===== src/verilog/csbcc_pkg.sv =====
// Constants, types and decode helpers for the status-driven bus command controller
//
// Summary of operation
// - Decode three status bits into one command
// - Passive status keeps every command strobe high
// - Processor clock edges time all outputs except the command drive enables
// - Address strobe high, address taken on fall
// - Address strobe every cycle, latches status code
// - Data enable high while transceivers drive
// - Direction high for writes, low for reads
// - Commands enabled 110 to 250 ns after grant
// - Grant removal floats command drivers immediately
// - I/O bus mode ignores grant for I/O
// - Low qualifier forces commands, data enables inactive
// - Forced outputs driven inactive, never floated
// - Strap high selects I/O bus mode
// - System bus mode waits for grant interval
// - Early I/O write low with read timing
// - Early memory write low with read timing
// - All command strobes are active low
// - Interrupt acknowledge asks for vector on bus
// - Strap low: shared pin is cascade enable
`default_nettype none

package csbcc_pkg;

    // Positions inside the synchroniser vector
    localparam int unsigned SYNC_W = 7;
    localparam int unsigned BIT_BUS_CLK = 0;
    localparam int unsigned BIT_STATUS0 = 1;
    localparam int unsigned BIT_STATUS1 = 2;
    localparam int unsigned BIT_STATUS2 = 3;
    localparam int unsigned BIT_GRANT_N = 4;
    localparam int unsigned BIT_QUALIFIER = 5;
    localparam int unsigned BIT_STRAP = 6;

    // Grant-to-command interval
    localparam int unsigned MCLK_PERIOD_NS = 10;
    localparam int unsigned GRANT_MIN_NS = 110;
    localparam int unsigned GRANT_MAX_NS = 250;
    localparam int unsigned GRANT_MIN_CYC = (GRANT_MIN_NS + MCLK_PERIOD_NS - 1) / MCLK_PERIOD_NS;
    localparam int unsigned GRANT_MAX_CYC = GRANT_MAX_NS / MCLK_PERIOD_NS;
    localparam int unsigned GRANT_CNT_W = 5;
    localparam logic [GRANT_CNT_W-1:0] GRANT_WAIT = GRANT_CNT_W'(GRANT_MIN_CYC);

    localparam logic [2:0] CODE_PASSIVE = 3'h7;

    typedef enum logic [2:0] {
        CSBCC_INT_ACK,
        CSBCC_IO_READ,
        CSBCC_IO_WRITE,
        CSBCC_HALT,
        CSBCC_MEM_READ,
        CSBCC_MEM_WRITE,
        CSBCC_PASSIVE
    } csbcc_cmd_e;

    typedef enum logic [2:0] {
        CSBCC_IDLE,
        CSBCC_ADDR,
        CSBCC_ADDR_HOLD,
        CSBCC_EARLY,
        CSBCC_FULL
    } csbcc_phase_e;

    // Code order is status two, one, zero
    function automatic csbcc_cmd_e csbcc_decode(input logic [2:0] code);
        csbcc_cmd_e kind;
        unique case (code)
            3'h0: kind = CSBCC_INT_ACK;
            3'h1: kind = CSBCC_IO_READ;
            3'h2: kind = CSBCC_IO_WRITE;
            3'h3: kind = CSBCC_HALT;
            3'h4, 3'h5: kind = CSBCC_MEM_READ;
            3'h6: kind = CSBCC_MEM_WRITE;
            3'h7: kind = CSBCC_PASSIVE;
        endcase
        return kind;
    endfunction : csbcc_decode

    function automatic logic csbcc_is_read(input csbcc_cmd_e kind);
        return kind == CSBCC_INT_ACK || kind == CSBCC_IO_READ || kind == CSBCC_MEM_READ;
    endfunction : csbcc_is_read

    function automatic logic csbcc_is_io(input csbcc_cmd_e kind);
        return kind == CSBCC_INT_ACK || kind == CSBCC_IO_READ || kind == CSBCC_IO_WRITE;
    endfunction : csbcc_is_io

endpackage : csbcc_pkg

`default_nettype wire


===== src/verilog/csbcc_top.sv =====
// Status-driven bus command controller: decode, cycle sequencing and command drivers
`default_nettype none

module csbcc_top (
    input wire logic MCLK_IN,                        // System clock, 100 MHz
    input wire logic RST_IN,                         // Asynchronous reset, active high
    input wire logic BUS_CLK_IN,                     // Processor clock, sampled
    input wire logic STATUS_BIT_ZERO_IN,             // Processor status bit 0
    input wire logic STATUS_BIT_ONE_IN,              // Processor status bit 1
    input wire logic STATUS_BIT_TWO_IN,              // Processor status bit 2
    input wire logic BUS_GRANT_GATE_N_IN,            // Arbiter grant, low when bus free
    input wire logic COMMAND_QUALIFIER_IN,           // High lets commands operate
    input wire logic IO_BUS_MODE_STRAP_IN,           // High selects I/O bus mode
    output logic ADDR_LATCH_STROBE_OUT,              // Address latch strobe, active high
    output logic DATA_TRANSCEIVER_ENABLE_OUT,        // Data transceiver enable, active high
    output logic TRANSFER_DIRECTION_OUT,             // High transmit, low receive
    output logic CASCADE_OR_PERIPH_ENABLE_OUT,       // Cascade enable or peripheral enable
    output logic MEM_READ_STROBE_N_OUT,              // Memory read command
    output logic MEM_WRITE_STROBE_N_OUT,             // Memory write command
    output logic EARLY_MEM_WRITE_N_OUT,              // Advanced memory write command
    output logic IO_READ_STROBE_N_OUT,               // I/O read command
    output logic IO_WRITE_STROBE_N_OUT,              // I/O write command
    output logic EARLY_IO_WRITE_N_OUT,               // Advanced I/O write command
    output logic INTERRUPT_ACK_STROBE_N_OUT,         // Interrupt acknowledge command
    output logic MEM_CMD_OE_OUT,                     // Drive enable, memory command pins
    output logic IO_CMD_OE_OUT                       // Drive enable, I/O command pins
);

    typedef struct packed {
        logic [csbcc_pkg::SYNC_W-1:0] sync1;
        logic [csbcc_pkg::SYNC_W-1:0] sync2;
        logic clk_prev;
        csbcc_pkg::csbcc_phase_e phase;
        logic [2:0] code;
        logic [csbcc_pkg::GRANT_CNT_W-1:0] grant_cnt;
        logic grant_ok;
        logic ale;
        logic data_transceiver_enable;
        logic dtr;
        logic share;
        logic mrd_n;
        logic mwr_n;
        logic amw_n;
        logic ior_n;
        logic iow_n;
        logic aiow_n;
        logic interrupt_ack_strobe_n_n;
        logic mem_oe;
        logic io_oe;
    } csbcc_state_s;

    csbcc_state_s s;
    csbcc_state_s next_s;

    logic bus_rise;
    logic bus_fall;
    logic [2:0] live_code;
    logic live_active;
    logic strap;
    logic qual;
    logic grant_n;
    logic in_cycle;
    logic cmd_phase;
    logic full_phase;
    logic io_ok;
    logic mem_ok;
    csbcc_pkg::csbcc_cmd_e kind;

    always_comb begin
        next_s = s;
        // Every input pin but the clock and reset passes two flops before anything looks at it
        next_s.sync1 = {IO_BUS_MODE_STRAP_IN, COMMAND_QUALIFIER_IN, BUS_GRANT_GATE_N_IN,
                        STATUS_BIT_TWO_IN, STATUS_BIT_ONE_IN, STATUS_BIT_ZERO_IN, BUS_CLK_IN};
        next_s.sync2 = s.sync1;
        next_s.clk_prev = s.sync2[csbcc_pkg::BIT_BUS_CLK];

        bus_rise = s.sync2[csbcc_pkg::BIT_BUS_CLK] & ~s.clk_prev;
        bus_fall = ~s.sync2[csbcc_pkg::BIT_BUS_CLK] & s.clk_prev;
        live_code = {s.sync2[csbcc_pkg::BIT_STATUS2], s.sync2[csbcc_pkg::BIT_STATUS1],
                     s.sync2[csbcc_pkg::BIT_STATUS0]};
        live_active = live_code != csbcc_pkg::CODE_PASSIVE;
        strap = s.sync2[csbcc_pkg::BIT_STRAP];
        qual = s.sync2[csbcc_pkg::BIT_QUALIFIER];
        grant_n = s.sync2[csbcc_pkg::BIT_GRANT_N];

        // Grant interval: counted only while the grant stays low
        if (grant_n) begin
            next_s.grant_cnt = '0;
        end else if (s.grant_cnt != csbcc_pkg::GRANT_WAIT) begin
            next_s.grant_cnt = s.grant_cnt + 1'b1;
        end
        next_s.grant_ok = next_s.grant_cnt == csbcc_pkg::GRANT_WAIT;

        // Machine-cycle sequencing on processor clock edges
        unique case (s.phase)
            csbcc_pkg::CSBCC_IDLE: begin
                if (bus_rise && live_active) begin
                    next_s.phase = csbcc_pkg::CSBCC_ADDR;
                    next_s.code = live_code;
                end
            end
            csbcc_pkg::CSBCC_ADDR: begin
                next_s.code = live_code;
                if (bus_fall) begin
                    // Strobe falls here; this is the held copy used for command decode
                    next_s.phase = csbcc_pkg::CSBCC_ADDR_HOLD;
                end
            end
            csbcc_pkg::CSBCC_ADDR_HOLD: begin
                if (bus_rise) begin
                    next_s.phase = csbcc_pkg::CSBCC_EARLY;
                end
            end
            csbcc_pkg::CSBCC_EARLY: begin
                if (bus_rise) begin
                    next_s.phase = live_active ? csbcc_pkg::CSBCC_FULL : csbcc_pkg::CSBCC_IDLE;
                end
            end
            csbcc_pkg::CSBCC_FULL: begin
                if (bus_rise && !live_active) begin
                    next_s.phase = csbcc_pkg::CSBCC_IDLE;
                end
            end
            default: begin
                next_s.phase = csbcc_pkg::CSBCC_IDLE;
            end
        endcase

        kind = csbcc_pkg::csbcc_decode(next_s.code);
        in_cycle = next_s.phase != csbcc_pkg::CSBCC_IDLE;
        cmd_phase = next_s.phase == csbcc_pkg::CSBCC_EARLY ||
                    next_s.phase == csbcc_pkg::CSBCC_FULL;
        full_phase = next_s.phase == csbcc_pkg::CSBCC_FULL;
        // I/O bus mode needs no grant for I/O; memory always waits for it
        io_ok = qual & (strap | next_s.grant_ok);
        mem_ok = qual & next_s.grant_ok;

        // Halt and passive decode to no strobe at all; low qualifier drives high
        next_s.mrd_n = ~(cmd_phase && kind == csbcc_pkg::CSBCC_MEM_READ && mem_ok);
        next_s.amw_n = ~(cmd_phase && kind == csbcc_pkg::CSBCC_MEM_WRITE && mem_ok);
        next_s.mwr_n = ~(full_phase && kind == csbcc_pkg::CSBCC_MEM_WRITE && mem_ok);
        next_s.ior_n = ~(cmd_phase && kind == csbcc_pkg::CSBCC_IO_READ && io_ok);
        next_s.aiow_n = ~(cmd_phase && kind == csbcc_pkg::CSBCC_IO_WRITE && io_ok);
        next_s.iow_n = ~(full_phase && kind == csbcc_pkg::CSBCC_IO_WRITE && io_ok);
        next_s.interrupt_ack_strobe_n_n = ~(cmd_phase && kind == csbcc_pkg::CSBCC_INT_ACK && io_ok);

        // Memory drivers, and I/O drivers outside I/O bus mode, float as soon as the grant is seen gone
        next_s.mem_oe = next_s.grant_ok;
        next_s.io_oe = strap | next_s.grant_ok;

        next_s.ale = next_s.phase == csbcc_pkg::CSBCC_ADDR;
        next_s.dtr = ~(in_cycle && csbcc_pkg::csbcc_is_read(kind));

        if (strap) begin
            // Memory traffic on the system transceiver, I/O traffic on the peripheral one
            next_s.data_transceiver_enable = cmd_phase && qual && (kind == csbcc_pkg::CSBCC_MEM_READ ||
                         kind == csbcc_pkg::CSBCC_MEM_WRITE);
            next_s.share = ~(cmd_phase && qual && csbcc_pkg::csbcc_is_io(kind));
        end else begin
            next_s.data_transceiver_enable = cmd_phase && qual && kind != csbcc_pkg::CSBCC_HALT;
            // Masking the first of the two acknowledge cycles is left to external logic
            next_s.share = next_s.ale && kind == csbcc_pkg::CSBCC_INT_ACK;
        end
    end

    always_ff @(posedge MCLK_IN or posedge RST_IN) begin
        if (RST_IN) begin
            s <= '{sync1: '0, sync2: '0, clk_prev: 1'b0, phase: csbcc_pkg::CSBCC_IDLE,
                   code: csbcc_pkg::CODE_PASSIVE, grant_cnt: '0, grant_ok: 1'b0,
                   ale: 1'b0, data_transceiver_enable: 1'b0, dtr: 1'b1, share: 1'b0,
                   mrd_n: 1'b1, mwr_n: 1'b1, amw_n: 1'b1, ior_n: 1'b1, iow_n: 1'b1,
                   aiow_n: 1'b1, interrupt_ack_strobe_n_n: 1'b1, mem_oe: 1'b0, io_oe: 1'b0};
        end else begin
            s <= next_s;
        end
    end

    assign ADDR_LATCH_STROBE_OUT = s.ale;
    assign DATA_TRANSCEIVER_ENABLE_OUT = s.data_transceiver_enable;
    assign TRANSFER_DIRECTION_OUT = s.dtr;
    assign CASCADE_OR_PERIPH_ENABLE_OUT = s.share;
    assign MEM_READ_STROBE_N_OUT = s.mrd_n;
    assign MEM_WRITE_STROBE_N_OUT = s.mwr_n;
    assign EARLY_MEM_WRITE_N_OUT = s.amw_n;
    assign IO_READ_STROBE_N_OUT = s.ior_n;
    assign IO_WRITE_STROBE_N_OUT = s.iow_n;
    assign EARLY_IO_WRITE_N_OUT = s.aiow_n;
    assign INTERRUPT_ACK_STROBE_N_OUT = s.interrupt_ack_strobe_n_n;
    assign MEM_CMD_OE_OUT = s.mem_oe;
    assign IO_CMD_OE_OUT = s.io_oe;

endmodule : csbcc_top

`default_nettype wire


===== config.mk =====
export PLATFORM = sky130hd
export DESIGN_NAME = csbcc_top
export DESIGN_NICKNAME = d
export VERILOG_FILES = /design/src/verilog/csbcc_pkg.sv /design/src/verilog/csbcc_top.sv
export SDC_FILE = /design/constraint.sdc
export NUM_CORES = 1
export LEC_CHECK = 0
export ABC_AREA = 1
export BUFFER_PORTS_ARGS = -buffer_cell sky130_fd_sc_hd__buf_2
export CAP_MARGIN = 30
export CORE_ASPECT_RATIO = 0.8
export CORE_UTILIZATION = 53
export CTS_CLUSTER_DIAMETER = 120
export DETAILED_ROUTE_END_ITERATION = 10
export GPL_TIMING_DRIVEN = 0
export MAX_ROUTING_LAYER = met4
export PLACE_DENSITY = 0.74
export SYNTH_ARGS = -nofsm -noshare
export SYNTH_HDL_FRONTEND = slang
export SYNTH_SLANG_ARGS = --single-unit

===== constraint.sdc =====
create_clock -name MCLK_IN -period 1.9 [get_ports MCLK_IN]
set_clock_uncertainty 0.1 [all_clocks]
set_input_delay 0.19 -clock MCLK_IN [delete_from_list [all_inputs] [get_ports MCLK_IN]]
set_output_delay 0.19 -clock MCLK_IN [all_outputs]
set_load 0.05 [all_outputs]

Word level (Yosys, flattened, before mapping)
Memories as Yosys holds them, arrays and structs flattened.
Cells that the tools add are included.
{"block": "op_classes", "n_mux": 12, "eq_ne": 15, "n_lt_le_gt_ge": 0, "n_bitwise": 16, "n_shift": 0, "add_sub_neg": 1, "multipliers": 0, "div_mod_pow": 0, "reduce_logical": 31}
{"operator": "1-bit logical AND", "count": 22}
{"operator": "3-bit 2-to-1 mux", "count": 5}
{"operator": "3-bit case mux with 5 select lines", "count": 1}
{"operator": "3-bit by 2-bit equality test with 1-bit output (second input constant)", "count": 4}
{"operator": "3-bit equality test (second input constant)", "count": 4}
{"operator": "1-bit NOT", "count": 11}
{"operator": "5-bit 2-to-1 mux", "count": 2}
{"operator": "3-bit by 1-bit equality test with 1-bit output (second input constant)", "count": 3}
{"operator": "3-bit logical NOT", "count": 2}
{"operator": "6-bit 2-to-1 mux", "count": 1}
{"operator": "3-bit case mux with 2 select lines", "count": 1}
{"operator": "5-bit by 1-bit adder with 5-bit output (second input constant)", "count": 1}
{"operator": "5-bit by 4-bit equality test with 1-bit output (second input constant)", "count": 1}
{"operator": "1-bit logical OR", "count": 5}
{"operator": "5-bit by 4-bit != test with 1-bit output (second input constant)", "count": 1}
{"operator": "1-bit AND", "count": 4}
{"operator": "3-bit by 2-bit != test with 1-bit output (second input constant)", "count": 1}
{"operator": "3-bit != test (second input constant)", "count": 1}
{"operator": "3-bit nonzero test", "count": 1}
{"operator": "1-bit 2-to-1 mux", "count": 2}
{"operator": "1-bit logical NOT", "count": 1}
{"operator": "1-bit OR", "count": 1}
{"block": "totals", "latchBits": 0, "memories": 1, "ff_bits": 39, "mem_bits_rw": 0, "output_inout_bits": 13, "romBits": 24}
{"memory": "(name not given)", "depth": 8, "word_bits": 3, "rd": 1, "rd_clocked_by_memory_dff": 0, "wr": 0, "line": "csbcc_pkg.sv:69", "source": "unique case (code)"}

Depth between registers and ports, before layout
An unclocked memory read counts as a cell.
{"block": "logic_depth", "ltp_word": 12, "mapped_depth": 11}

Least setup slack after synthesis
No wires, ideal clock.
{"block": "synth_timing", "kind": "register to register", "startpoint": "register s[14] in the netlist's numbering", "endpoint": "register s (netlist bit EARLY_IO_WRITE_N_OUT)", "stages_incl_launch_ff": 9, "t_arrival_ns": 1.305, "t_required_ns": 1.712, "synth_period_minus_slack_ns": 1.492, "slack_ns": 0.408, "path_cell_list": "dfrtp_1 -> ha_1 -> xor2_1 -> nand3_1 -> nand2_1 -> nor2_1 -> nand2_1 -> nand2_2 -> nand3_1"}
{"element": "start, declared", "line": "csbcc_top.sv:52", "source": "csbcc_state_s s;"}
{"element": "start signal, assigned", "line": "csbcc_top.sv:168", "source": "s <= '{sync1: '0, sync2: '0, clk_prev: 1'b0, phase: csbcc_pkg::CSBCC_IDLE,"}
{"element": "start signal, assigned", "line": "csbcc_top.sv:174", "source": "s <= next_s;"}

==> flow_summary.ini <==
[cells_and_area]
antennaDiodeCount = 0
final_cells = 255
largest_reg_flops = 13
final_cell_mix = nand2_1, dfrtp_1, inv_1, nand3_1, buf_2
area_growth_pct = 20.2
layout_commonest_cell = nand2_1
drive_above_1_share = 0.316
largest-register = s
fill_cells = 254
nets = 224

[global_routing]
grt_pass1_vias = 1074
gr-total-overflow = 0
grtUsageTotal = 0.194
antenna_found_initial = 0
grt_pass1_wl_mm = 4.57
grt_max_degree = 28

[setup_path]
crit_chain = ha_1, nand3_2, nand2_1, nand2_1, nor3_2, nand2_1, nor2_2, nand2_1
required_ps = 2010
crit_path_end_kind = register
critPathBufInv = 0
worst-setup-path-type = reg2reg
startpoint = s[14]
crit_path_top_delay_cell = dfrtp_1
cp_top_family = simple AND/OR/NAND/NOR gates
crit_arrival_ps = 1810
r2r_start = s[14]
cpMostUsedCell = nand2_1
rrSetupSlack_ps = 210
r2r_end = MEM_WRITE_STROBE_N_OUT
crit_fanout = 6
critical-path-max-stage-delay_ps = 410
cp-start-kind = register
cp-endpoint = MEM_WRITE_STROBE_N_OUT
reg2reg_depth = 8
cp.depth = 8

[die]
io_pins = 22
num_rows = 18
start_util = 0.556
die_h_um = 52.7
dieArea_sq_um = 3450
core_sq_um = 3060
die_x_um = 65.4

[timing]
grt_setup_unrepaired = no
setup_viol = 0
post-route-period-util = 0.891
fin_crit_ps = 1690
max_freq_mhz = 591
hold_viol = 0
max_slew.worst_pin.slew_ps = 548
fin_setup_tns_ps = 0
slew_violations = 0
slew_headroom = 0.634

[clock_network]
cts_tree = built
htree_levels = 2
clock-sinks = 39
cts_resized = 0
clock_latency_ps = 280
cts_setup_buffers = 0
clk_path_buf_depth = 2
path_clk_slew_ps = 70
cts_buffers = 5
clock_tree.root_cell = clkbuf_8

[pwr]
p_leak_uw = 0.00105
p_sw_uw = 1030
p_per_area_nw_per_um2 = 1260
pwr-share-comb = 0.399
p_clk_frac = 0.195
pwr-share-seq = 0.406
vdd_drop_max_mv = 0.781
power_switching_share = 0.399
p_int_uw = 1550

[route]
routed_via_density = 4.88
initialDrtViolationCount = 36
drc = 0
routed-via-count = 1245
post_drt_wl_per_cell_um = 10.8
drt-pass1-iter-count = 4
final_antenna_net_count = 0
wl_mm = 2.76

[yosys]
syn_nets = 187
ys_seq_area_frac = 0.581
synth_area_sq_um = 1700
ys_types = 24
ys_seq_elements = 39
synthCells = 177
syn_avg_cell_area_sq_um = 9.63
yosysWarnings = 0

[place]
placed_cells = 239
dpl.hpwl_mm = 2.05
io_buffers = 21
finalWeightedCongestion = 0.870

[flow_run]
drv_cap = 0

[worst_hold_path]
hold_class = reg2reg

[run_status]
outcome = completed
synthesized netlist by cell type (all sizes together):
master,count,area share
nand2,39,0.11
inv,32,0.070
dfrtp,28,0.41
nand3,27,0.088
nor2,21,0.058
dfstp,11,0.17
nand4,6,0.022
o21ai,3,0.011
a21oi,2,0.012
nor3,2,0.012
buf,1,0.0066
ha,1,0.0073
o211ai,1,0.0073
o21bai,1,0.0066
o31ai,1,0.0044
xor2,1,0.0051
what timing repair did:
item                                    4_1_cts  5_1_grt
endpoints found under the hold margin        18        0
hold buffers                                  8        0
endpoints found under the setup margin        0        0
power by group through the flow:
| stage | logic (uW) | clock network (uW) | registers [uW] |
|---|---|---|---|
| floorplan | 696 | 0 | 1180 |
| global route | 1130 | 559 | 1070 |
| global placement | 972 | 0 | 1050 |
| finish | 1030 | 504 | 1050 |
| detailed placement | 1010 | 0 | 1060 |
| CTS | 1030 | 519 | 1050 |
layer usage:
layer,global-route usage,share of wire
met5,-,0
met4,0.109,0.020
met3,0.0587,0.072
met2,0.309,0.46
met1,0.222,0.45
cell type report:
class	count	area (sq um)	area share
clock inverters	1	5.00	0.00244
inverters	32	120	0.0586
repair buffers	30	213	0.104
plain buffers	1	11.3	0.00550
multi-input cells	105	583	0.285
well taps	40	50.0	0.0244
clock buffers	7	76.3	0.0373
flip-flops and latches	39	990	0.483
kinds of logic (layout without fill, tap and decap cells):
logic type               count (synthesis)  count (layout)  share of synthesized area
AND/OR/NAND/NOR                         95              95                      0.288
flip-flops                              39              39                      0.581
buffers and inverters                   33              71                     0.0771
AO/OA/AOI/OAI                            8               8                     0.0419
adder cells (fa/ha/maj)                  1               1                    0.00734
XOR/XNOR                                 1               1                    0.00514
metrics by stage:
| stage | total power [uW] | area [sq um] | worst slack, ps | hold WS (ps) | utilization |
|---|---|---|---|---|---|
| global placement | 2030 | 1860 | 301 | 198 | 0.607 |
| CTS | 2600 | 2050 | 222 | 251 | 0.669 |
| floorplan | 1870 | 1700 | 408 | 121 | - |
| detailed placement | 2080 | 1890 | 258 | 160 | 0.616 |
| global route | 2750 | 2050 | 41.0 | 256 | 0.669 |
| finish | 2580 | 2050 | 208 | 250 | 0.669 |
worst min-delay path by stage:
stage	slack [ps]	end	startpoint	depth (start not counted)
after global routing	260	qual	next_s[31]	0
after CTS	250	live_code[0]	next_s[27]	0
after floorplan	120	next_s[26]	BUS_CLK_IN	0
after detailed placement	160	next_s[31]	RST_IN	2
after global placement	200	next_s[32]	IO_BUS_MODE_STRAP_IN	1
final	250	qual	next_s[31]	0
No activity file was read; power rests on OpenSTA's default activity.
